[config.mk]
export PLATFORM = sky130hd
export DESIGN_NAME = jtip_top
export DESIGN_NICKNAME = d
export VERILOG_FILES = /design/src/design/jtip_pkg.sv /design/src/design/jtip_tap.sv /design/src/design/jtip_top.sv
export VERILOG_INCLUDE_DIRS = /design/src /design/src/design
export SDC_FILE = /design/constraint.sdc
export NUM_CORES = 1
export LEC_CHECK = 0
export ABC_CLOCK_PERIOD_IN_PS = 4400
export BUFFER_PORTS_ARGS = -buffer_cell sky130_fd_sc_hd__buf_2
export CAP_MARGIN = 20
export CORE_ASPECT_RATIO = 0.8
export CORE_MARGIN = 2
export CORE_UTILIZATION = 36
export DETAILED_ROUTE_END_ITERATION = 8
export PLACE_DENSITY = 0.6
export SLEW_MARGIN = 30
export SYNTH_ARGS = -nofsm -noshare
export SYNTH_HDL_FRONTEND = slang
export SYNTH_HIERARCHICAL = 1
export SYNTH_SLANG_ARGS = --single-unit
[constraint.sdc]
create_clock -name clk_sys -period 4.4 [get_ports clk_sys]
set_input_delay 0.22 -clock clk_sys [delete_from_list [all_inputs] [get_ports clk_sys]]
set_output_delay 0.22 -clock clk_sys [all_outputs]
set_load 0.01 [all_outputs]
[src/design/jtip_params.svh]
// Constants of the identification and programming test port.
// Functional notes
// - Instruction register is exactly 10 bits, shifted in Shift-IR.
// - Identification and user code registers are both 32 bits long.
// - Boundary register length is a size parameter: 96, 192, 288, 480, 624.
// - Identification word: version 4, part 16, maker 11, then one bit.
// - Identification bit 0 is always one, the first bit shifted out.
// - With security bit set, readback of stored configuration is refused; the user code field stays readable through the user code instruction.
// - Security and configuration bits clear only through an erase.
// - Open-drain pins drive low when active, float when inactive.
// - Per-pin slew bit; unprogrammed means slow edges both ways.
// - During programming all pins float with weak pull-ups on.
// - No pin drives until the programming-complete bit is programmed.
// - Four-signal test port with the standard test state machine.
`ifndef JTIP_PARAMS_SVH
`define JTIP_PARAMS_SVH

`define JTIP_IR_LEN 10
`define JTIP_ID_LEN 32
`define JTIP_BSR_LEN 96
`define JTIP_NPINS 32
`define JTIP_VER_W 4
`define JTIP_PART_W 16
`define JTIP_MANUF_W 11

// Instruction encodings.
`define JTIP_OP_SAMPLE 10'h005
`define JTIP_OP_IDCODE 10'h006
`define JTIP_OP_USER 10'h007
`define JTIP_OP_ERASE 10'h0a0
`define JTIP_OP_PROGRAM 10'h0a1
`define JTIP_OP_VERIFY 10'h0a2
`define JTIP_OP_BYPASS 10'h3ff

// Stored configuration layout.
`define JTIP_CFG_DONE 0
`define JTIP_CFG_SEC 1
`define JTIP_CFG_USER_LSB 2
`define JTIP_CFG_OD_LSB 34

// Budgets the external controller must allow; the port itself times nothing.
`define JTIP_PROGRAM_FIXED_TIME_MS 2000
`define JTIP_PROGRAM_CLOCK_COUNT 55000
`define JTIP_VERIFY_FIXED_TIME_US 2000
`define JTIP_VERIFY_CLOCK_COUNT 18000

`endif

[src/design/jtip_pkg.sv]
// Types shared by the test port files.
package jtip_pkg;
  typedef enum logic [3:0] {
    JTIP_TLR, JTIP_RTI, JTIP_SEL_DR, JTIP_CAP_DR, JTIP_SH_DR, JTIP_EX1_DR,
    JTIP_PAU_DR, JTIP_EX2_DR, JTIP_UPD_DR, JTIP_SEL_IR, JTIP_CAP_IR,
    JTIP_SH_IR, JTIP_EX1_IR, JTIP_PAU_IR, JTIP_EX2_IR, JTIP_UPD_IR
  } jtip_tap_t;
endpackage : jtip_pkg

[src/design/jtip_tap.sv]
// Test port state machine, stepped on each rising link clock edge.
`timescale 1ns/1ps
module jtip_tap (
  input wire logic clk_sys, // System clock.
  input wire logic rstn, // Asynchronous reset, active low.
  input wire logic step, // One-cycle pulse on a link clock rise.
  input wire logic tms, // Synchronised mode select.
  output jtip_pkg::jtip_tap_t state_q // Current port state.
);
  import jtip_pkg::*;

  jtip_tap_t state_d;

  always_comb begin
    state_d = state_q;
    if (step) begin
      unique case (state_q)
        JTIP_TLR: state_d = tms ? JTIP_TLR : JTIP_RTI;
        JTIP_RTI: state_d = tms ? JTIP_SEL_DR : JTIP_RTI;
        JTIP_SEL_DR: state_d = tms ? JTIP_SEL_IR : JTIP_CAP_DR;
        JTIP_CAP_DR: state_d = tms ? JTIP_EX1_DR : JTIP_SH_DR;
        JTIP_SH_DR: state_d = tms ? JTIP_EX1_DR : JTIP_SH_DR;
        JTIP_EX1_DR: state_d = tms ? JTIP_UPD_DR : JTIP_PAU_DR;
        JTIP_PAU_DR: state_d = tms ? JTIP_EX2_DR : JTIP_PAU_DR;
        JTIP_EX2_DR: state_d = tms ? JTIP_UPD_DR : JTIP_SH_DR;
        JTIP_UPD_DR: state_d = tms ? JTIP_SEL_DR : JTIP_RTI;
        JTIP_SEL_IR: state_d = tms ? JTIP_TLR : JTIP_CAP_IR;
        JTIP_CAP_IR: state_d = tms ? JTIP_EX1_IR : JTIP_SH_IR;
        JTIP_SH_IR: state_d = tms ? JTIP_EX1_IR : JTIP_SH_IR;
        JTIP_EX1_IR: state_d = tms ? JTIP_UPD_IR : JTIP_PAU_IR;
        JTIP_PAU_IR: state_d = tms ? JTIP_EX2_IR : JTIP_PAU_IR;
        JTIP_EX2_IR: state_d = tms ? JTIP_UPD_IR : JTIP_SH_IR;
        JTIP_UPD_IR: state_d = tms ? JTIP_SEL_DR : JTIP_RTI;
      endcase
    end
  end

  always_ff @(posedge clk_sys or negedge rstn) begin
    if (!rstn) begin
      state_q <= JTIP_TLR;
    end else begin
      state_q <= state_d;
    end
  end
endmodule : jtip_tap

[src/design/jtip_top.sv]
// Test port with identification, boundary, user code and stored pin options.
`timescale 1ns/1ps
`include "jtip_params.svh"
module jtip_top #(
  parameter int BSR_LEN = `JTIP_BSR_LEN, // Boundary cells of this size.
  parameter int NPINS = `JTIP_NPINS, // User pins; not above BSR_LEN.
  parameter logic [3:0] ID_VERSION = 4'h2, // Arbitrary value.
  parameter logic [15:0] ID_PART = 16'h5a3c, // Arbitrary value.
  parameter logic [10:0] ID_MANUF = 11'h2b1 // Arbitrary value.
) (
  input wire logic clk_sys, // System clock, 100 MHz.
  input wire logic rstn, // Asynchronous reset, blank part at power-on.
  input wire logic tck, // Link clock pin, sampled.
  input wire logic tms, // Mode select pin.
  input wire logic tdi, // Serial data in pin.
  output logic tdo_q, // Serial data out.
  output logic tdo_oe_q, // High while data out is driven.
  input wire logic [NPINS-1:0] core_out, // Array data toward the pins.
  input wire logic [NPINS-1:0] core_oe, // Array output enables.
  input wire logic [NPINS-1:0] pad_in, // Pin levels, asynchronous.
  output logic [NPINS-1:0] pad_out_q, // Pin output level.
  output logic [NPINS-1:0] pad_oe_q, // Pin output enable.
  output logic [NPINS-1:0] pad_pullup_q, // Weak pull-up enable.
  output logic [NPINS-1:0] pad_slow_q, // Slow edge select.
  output logic isp_q, // In-system programming active.
  output logic secure_q // Security bit programmed.
);
  import jtip_pkg::*;

  localparam int IRL = `JTIP_IR_LEN;
  localparam int IDL = `JTIP_ID_LEN;
  localparam int OD_LSB = `JTIP_CFG_OD_LSB;
  localparam int SLEW_LSB = OD_LSB + NPINS;
  localparam int CFG_W = SLEW_LSB + NPINS;

  //////////////////////////////////////////////////////////////////////////////
  // Synchronisers. The third link clock flop exists only for edge finding.
  logic tck_s1, tck_s2, tck_s3, tms_s1, tms_s2, tdi_s1, tdi_s2;
  logic [NPINS-1:0] pin_s1, pin_s2;

  always_ff @(posedge clk_sys or negedge rstn) begin
    if (!rstn) begin
      {tck_s1, tck_s2, tck_s3} <= 3'h0;
      {tms_s1, tms_s2, tdi_s1, tdi_s2} <= 4'hf;
      pin_s1 <= '0;
      pin_s2 <= '0;
    end else begin
      {tck_s1, tck_s2, tck_s3} <= {tck, tck_s1, tck_s2};
      {tms_s1, tms_s2, tdi_s1, tdi_s2} <= {tms, tms_s1, tdi, tdi_s1};
      pin_s1 <= pad_in;
      pin_s2 <= pin_s1;
    end
  end

  logic tck_rise, tck_fall;
  assign tck_rise = tck_s2 && !tck_s3;
  assign tck_fall = !tck_s2 && tck_s3;

  jtip_tap_t state;

  jtip_tap u_tap (
    .clk_sys(clk_sys),
    .rstn(rstn),
    .step(tck_rise),
    .tms(tms_s2),
    .state_q(state)
  );

  //////////////////////////////////////////////////////////////////////////////
  // Shift registers and stored configuration.
  logic [IRL-1:0] ir_q, ir_d, irsh_q, irsh_d;
  logic [IDL-1:0] idsh_q, idsh_d, idcode;
  logic [BSR_LEN-1:0] bsr_q, bsr_d;
  logic [CFG_W-1:0] cfgsh_q, cfgsh_d, cfg_q, cfg_d;
  logic byp_q, byp_d;
  logic done, secure, isp_now;

  assign idcode = {ID_VERSION, ID_PART, ID_MANUF, 1'b1};
  assign done = cfg_q[`JTIP_CFG_DONE];
  assign secure = cfg_q[`JTIP_CFG_SEC];
  assign isp_now = state != JTIP_TLR && (ir_q == `JTIP_OP_ERASE ||
    ir_q == `JTIP_OP_PROGRAM || ir_q == `JTIP_OP_VERIFY);

  always_comb begin
    ir_d = ir_q;
    irsh_d = irsh_q;
    idsh_d = idsh_q;
    bsr_d = bsr_q;
    cfgsh_d = cfgsh_q;
    cfg_d = cfg_q;
    byp_d = byp_q;
    if (tck_rise) begin
      unique case (state)
        JTIP_TLR: begin
          ir_d = `JTIP_OP_IDCODE;
        end
        JTIP_CAP_IR: begin
          irsh_d = {{(IRL-2){1'b0}}, 2'h1};
        end
        JTIP_SH_IR: begin
          irsh_d = {tdi_s2, irsh_q[IRL-1:1]};
        end
        JTIP_UPD_IR: begin
          ir_d = irsh_q;
        end
        JTIP_RTI: begin
          // Erase is the only path that clears stored bits.
          if (ir_q == `JTIP_OP_ERASE) begin
            cfg_d = '0;
          end
        end
        JTIP_CAP_DR: begin
          byp_d = 1'b0;
          if (ir_q == `JTIP_OP_IDCODE) begin
            idsh_d = idcode;
          end else if (ir_q == `JTIP_OP_USER) begin
            idsh_d = cfg_q[`JTIP_CFG_USER_LSB +: IDL];
          end else if (ir_q == `JTIP_OP_SAMPLE) begin
            bsr_d = '0;
            bsr_d[NPINS-1:0] = pin_s2;
          end else if (ir_q == `JTIP_OP_VERIFY) begin
            cfgsh_d = secure ? '0 : cfg_q;
          end else if (ir_q == `JTIP_OP_PROGRAM) begin
            cfgsh_d = '0;
          end
        end
        JTIP_SH_DR: begin
          if (ir_q == `JTIP_OP_IDCODE || ir_q == `JTIP_OP_USER) begin
            idsh_d = {tdi_s2, idsh_q[IDL-1:1]};
          end else if (ir_q == `JTIP_OP_SAMPLE) begin
            bsr_d = {tdi_s2, bsr_q[BSR_LEN-1:1]};
          end else if (ir_q == `JTIP_OP_PROGRAM ||
                       ir_q == `JTIP_OP_VERIFY) begin
            cfgsh_d = {tdi_s2, cfgsh_q[CFG_W-1:1]};
          end else begin
            byp_d = tdi_s2;
          end
        end
        JTIP_UPD_DR: begin
          // Programming only sets cells, as in a real erase-before-write array.
          if (ir_q == `JTIP_OP_PROGRAM) begin
            cfg_d = cfg_q | cfgsh_q;
          end
        end
        default: begin
        end
      endcase
    end
  end

  always_ff @(posedge clk_sys or negedge rstn) begin
    if (!rstn) begin
      ir_q <= `JTIP_OP_IDCODE;
      irsh_q <= '0;
      idsh_q <= '0;
      bsr_q <= '0;
      cfgsh_q <= '0;
      cfg_q <= '0;
      byp_q <= 1'b0;
    end else begin
      ir_q <= ir_d;
      irsh_q <= irsh_d;
      idsh_q <= idsh_d;
      bsr_q <= bsr_d;
      cfgsh_q <= cfgsh_d;
      cfg_q <= cfg_d;
      byp_q <= byp_d;
    end
  end

  //////////////////////////////////////////////////////////////////////////////
  // Serial output, changed on the falling link clock edge.
  logic tdo_d, tdo_oe_d, sel_bit;

  always_comb begin
    if (ir_q == `JTIP_OP_IDCODE || ir_q == `JTIP_OP_USER) begin
      sel_bit = idsh_q[0];
    end else if (ir_q == `JTIP_OP_SAMPLE) begin
      sel_bit = bsr_q[0];
    end else if (ir_q == `JTIP_OP_PROGRAM || ir_q == `JTIP_OP_VERIFY) begin
      sel_bit = cfgsh_q[0];
    end else begin
      sel_bit = byp_q;
    end
    tdo_d = tdo_q;
    tdo_oe_d = tdo_oe_q;
    if (tck_fall) begin
      tdo_oe_d = state == JTIP_SH_IR || state == JTIP_SH_DR;
      tdo_d = state == JTIP_SH_IR ? irsh_q[0] : sel_bit;
    end
  end

  always_ff @(posedge clk_sys or negedge rstn) begin
    if (!rstn) begin
      tdo_q <= 1'b0;
      tdo_oe_q <= 1'b0;
    end else begin
      tdo_q <= tdo_d;
      tdo_oe_q <= tdo_oe_d;
    end
  end

  //////////////////////////////////////////////////////////////////////////////
  // Pin control from the stored options.
  logic [NPINS-1:0] od, slew, pout_d, poe_d, ppu_d, pslow_d;

  assign od = cfg_q[OD_LSB +: NPINS];
  assign slew = cfg_q[SLEW_LSB +: NPINS];

  always_comb begin
    pout_d = core_out & ~od;
    poe_d = core_oe & ~(od & core_out);
    if (!done || isp_now) begin
      poe_d = '0;
    end
    ppu_d = {NPINS{isp_now}};
    pslow_d = ~slew;
  end

  always_ff @(posedge clk_sys or negedge rstn) begin
    if (!rstn) begin
      pad_out_q <= '0;
      pad_oe_q <= '0;
      pad_pullup_q <= '0;
      pad_slow_q <= '1;
      isp_q <= 1'b0;
      secure_q <= 1'b0;
    end else begin
      pad_out_q <= pout_d;
      pad_oe_q <= poe_d;
      pad_pullup_q <= ppu_d;
      pad_slow_q <= pslow_d;
      isp_q <= isp_now;
      secure_q <= secure;
    end
  end
endmodule : jtip_top

==> results by group <==
Timing
  – RSZ-0062 raised after global routing: false
  – Final period utilization: roughly 69%
  – Worst clock skew: roughly 0.019 ns
  – Fmax: 331 MHz
  – Fin. Hold Viols: 0
  – Endpoints failing setup: 0
  – Worst slew margin: a little over two fifths
  – Worst-Margin Slew: between 0.8 and 0.9 ns
  – Final setup TNS: 0 ns
  – Max-slew violations: 0
  – Min Tclk post-route: 3.02 ns

Drt
  – Routed Antenna Nets: 0
  – Drt pass-1 iters: 5
  – Vias/cell: 5.02
  – WL/cell: approximately 15 um
  – Vias: about 14k
  – Drt total wl: about 42 mm
  – DRT iter0 DRCs: roughly 1.2k
  – # DRC: 0

Critical path
  – Worst Setup End Kind: flip-flop
  – Startpoint types: flip-flop
  – Worst r2r src: u_tap/state_q[2]$_DFFE_PN0P_
  – Req. time, crit path: between 4 and 5 ns
  – CP arrival: 3.49 ns
  – Max FO, Critical Path: 46
  – R2r setup slk: about 1.4 ns
  – CP Launch Point: u_tap/state_q[2]$_DFFE_PN0P_
  – Reg2Reg Depth: 5
  – Setup CP Type: flip-flop to flip-flop
  – Reg-to-Reg End: idsh_q[4]$_DFFE_PN0P_

Synth
  – XOR/XNOR Fraction of Synth Area: less than 1%
  – Sequential fraction of the synthesis area: 66.1%
  – Syn Nets: 1846
  – Cell taking the most area after synthesis: dfrtp_1
  – Top cell type's share of synthesized area: 61.0%
  – Mux contribution to synthesized area: 0%
  – Dominant synthesized flop cell: dfrtp_1
  – Syn_area_per_cell: between 10 and 15 um2
  – Synth Cell Area: approximately 20000 um2
  – Synthesis Warnings: 6
  – Seq cells post-synth: 520
  – Largest family of logic cells by synthesized area: compound AO/OA/AOI/OAI gates
  – Ys async rst share: 100%
  – Mapped Cells: 1745
  – Count of cell types in the netlist: 56
  – Post-synthesis adder-cell area fraction: 0%
  – Compound-cell area share of the yosys netlist: about 15%
  – Post-synth EDFFs: 0
  – Largest cells by area after synthesis: dfrtp_1 61%, nand2_1 6.6%, a22o_1 5.1%
  – Synth Area in Simple Gates: between 10% and 20%

Global routing
  – Tot GR Track Use: around 15%
  – Largest net degree at the start of global routing: between 200 and 250
  – Congestion Overflow GR: 0
  – Initial antenna violation count: 0
  – First-pass GRT wire length: about 72 mm
  – Vias in the first global route: about 14k

Clock tree
  – Clk slew on worst S/H paths: roughly 0.060 ns
  – # resized after CTS: 0
  – CTS Buf Count: 54
  – H-tree Lvls: 2
  – Worst-Skew Late Latency: slightly above 0.6 ns
  – Setup Fix Bufs, Post-CTS: 0
  – Sink Count: between 500 and 600
  – Clk root buf: clkbuf_16
  – TritonCTS clock tree: yes
  – Clk buf depth: 3
  – Hold bufs inserted after CTS: between 100 and 150

Pwr
  – Net Sw Frac: a little over a quarter
  – Max VDD drop: 0.256 mV
  – Clock Power Share: between 40% and 50%
  – Pint: between 8 and 9 mW
  – Tot Pwr: 11.6 mW
  – Static Leakage: ~12 nW
  – Sw Pwr: between 3 and 4 mW
  – PD cells: roughly 470 nW/um2
  – Combinational fraction of design power: approximately an eighth
  – Flop pwr share: between 40% and 50%

Final layout
  – Final nets: approximately 2.1k
  – Highest-count cells in the layout ignoring fill and taps: 482 x dfrtp_1, 348 x nand2_1, 231 x buf_2, 120 x dlygate4sd3_1, 115 x a22o_1
  – Area Overhead vs Synth: 24.3%
  – Fraction of layout cells with a size suffix above 1: roughly a fifth
  – Antenna Cells: 0
  – Commonest non-fill, non-tap cell in the layout: dfrtp_1

Run
  – Max-cap violation count: 0

Hold path
  – Tightest Hold Check Type: primary input to asynchronous set/reset pin

Floorplan
  – Ports: 233
  – Die Wd: 266 um
  – Core area: 54000 um2
  – Die H: approximately 210 um
  – Initial core utilization: a little over a third
  – Die Area: ~57000 um2
  – Row count: 76

Place
  – Port Buffers: between 200 and 250
  – Detailed Place HPWL: ~23 mm
  – Placer Congestion: roughly 0.77

Outcome
  – Status: complete, no violations
## power by group through the flow
stage / Clock (mW) / Sequential, mW / Combinational (mW)
4_1_cts: 4.97 / 5.29 / 1.43
6_report: 4.83 / 5.29 / 1.44
5_1_grt: 5.18 / 5.33 / 1.60
2_1_floorplan: 0 / 5.25 / 1.00
3_3_place_gp: 0 / 5.35 / 1.33
3_5_place_dp: 0 / 5.37 / 1.36
## registers in the layout, summed over array words and instances, names as in the netlist, 32 cells and up
signal / flops
cfg_q: 98
pad_oe_q: 32
pin_s1: 32
pin_s2: 32
pad_slow_q: 32
cfgsh_q: 98
pad_out_q: 32
idsh_q: 32
bsr_q: 96
## cells by family (layout without fill, tap and decap cells)
logic type                Yosys count  in the layout
AOI/OAI and AO/OA                 425            425
xor gates and xnor gates            1              1
and+or+nand+nor                   600            600
buffers and inverters             199            520
DFF                               520            520
## metrics by stage
stage	instance area, um2	std cells	hold slack (ns)	util (%)	worst slack (ns)
after detailed placement	21400	2543	0.329	39.6	1.41
after global routing	24600	2768	0.140	45.5	1.25
after floorplan	19800	1745	-0.0756	-	2.17
after global placement	21300	2542	0.327	39.5	1.45
final	24600	2768	0.121	45.5	1.38
after CTS	24500	2765	0.218	45.4	1.38
## critical path: stages (launching register included)
cell and delay [ns]:
dfrtp_1 0.73, or3b_1 0.43, a211o_1 0.39, or3_2 0.88, a221oi_1 0.38, nor2_1 0.07
## synth_stat cells (3+ instances only)
cell type / n
o21ai_0: 98
a22oi_1: 97
dfrtp_1: 482
a21oi_1: 6
buf_4: 34
a22o_1: 115
a31oi_1: 37
nor3_2: 3
dfstp_2: 38
buf_6: 3
and4b_1: 3
nor3_1: 3
nand3b_1: 3
nand4_1: 5
buf_2: 39
nor3b_1: 3
and3_1: 34
inv_1: 43
nand2_1: 348
o211ai_1: 3
clkbuf_1: 73
o21ai_1: 19
buf_1: 6
a221oi_2: 10
a211oi_1: 4
o22ai_1: 16
a221oi_1: 7
nor2b_1: 38
nand2b_1: 3
nor2_1: 75
nand3_1: 67
## layout make-up
class                   instances  area (um2)
clock buffers                  78        1580
clock inverters                24         342
fillers                      4894       29400
inverters                      43         161
multi-input cells            1026        5810
flip-flops and latches        520       13100
well taps                     702         878
repair buffers                375        2730
## how the worst max path moves through the flow
stage                     slack (ns)  cells after the start                 endpoint
final                           1.38                      5    idsh_q[4]$_DFFE_PN0P_
after global routing            1.25                      5    idsh_q[4]$_DFFE_PN0P_
after CTS                       1.38                      5    idsh_q[4]$_DFFE_PN0P_
after detailed placement        1.41                      5    idsh_q[4]$_DFFE_PN0P_
after global placement          1.45                      6  cfgsh_q[67]$_DFFE_PN0P_
after floorplan                 2.17                      8   idsh_q[12]$_DFFE_PN0P_
## metal layers
metal	track usage (%)	routed length, um	up-vias
met5	0	0	-
met4	4.63	773	0
met3	2.87	2070	57
met2	23.7	19800	316
met1	21.6	19800	6933
li1	-	-	6580
No activity file was read; power rests on OpenSTA's default activity.
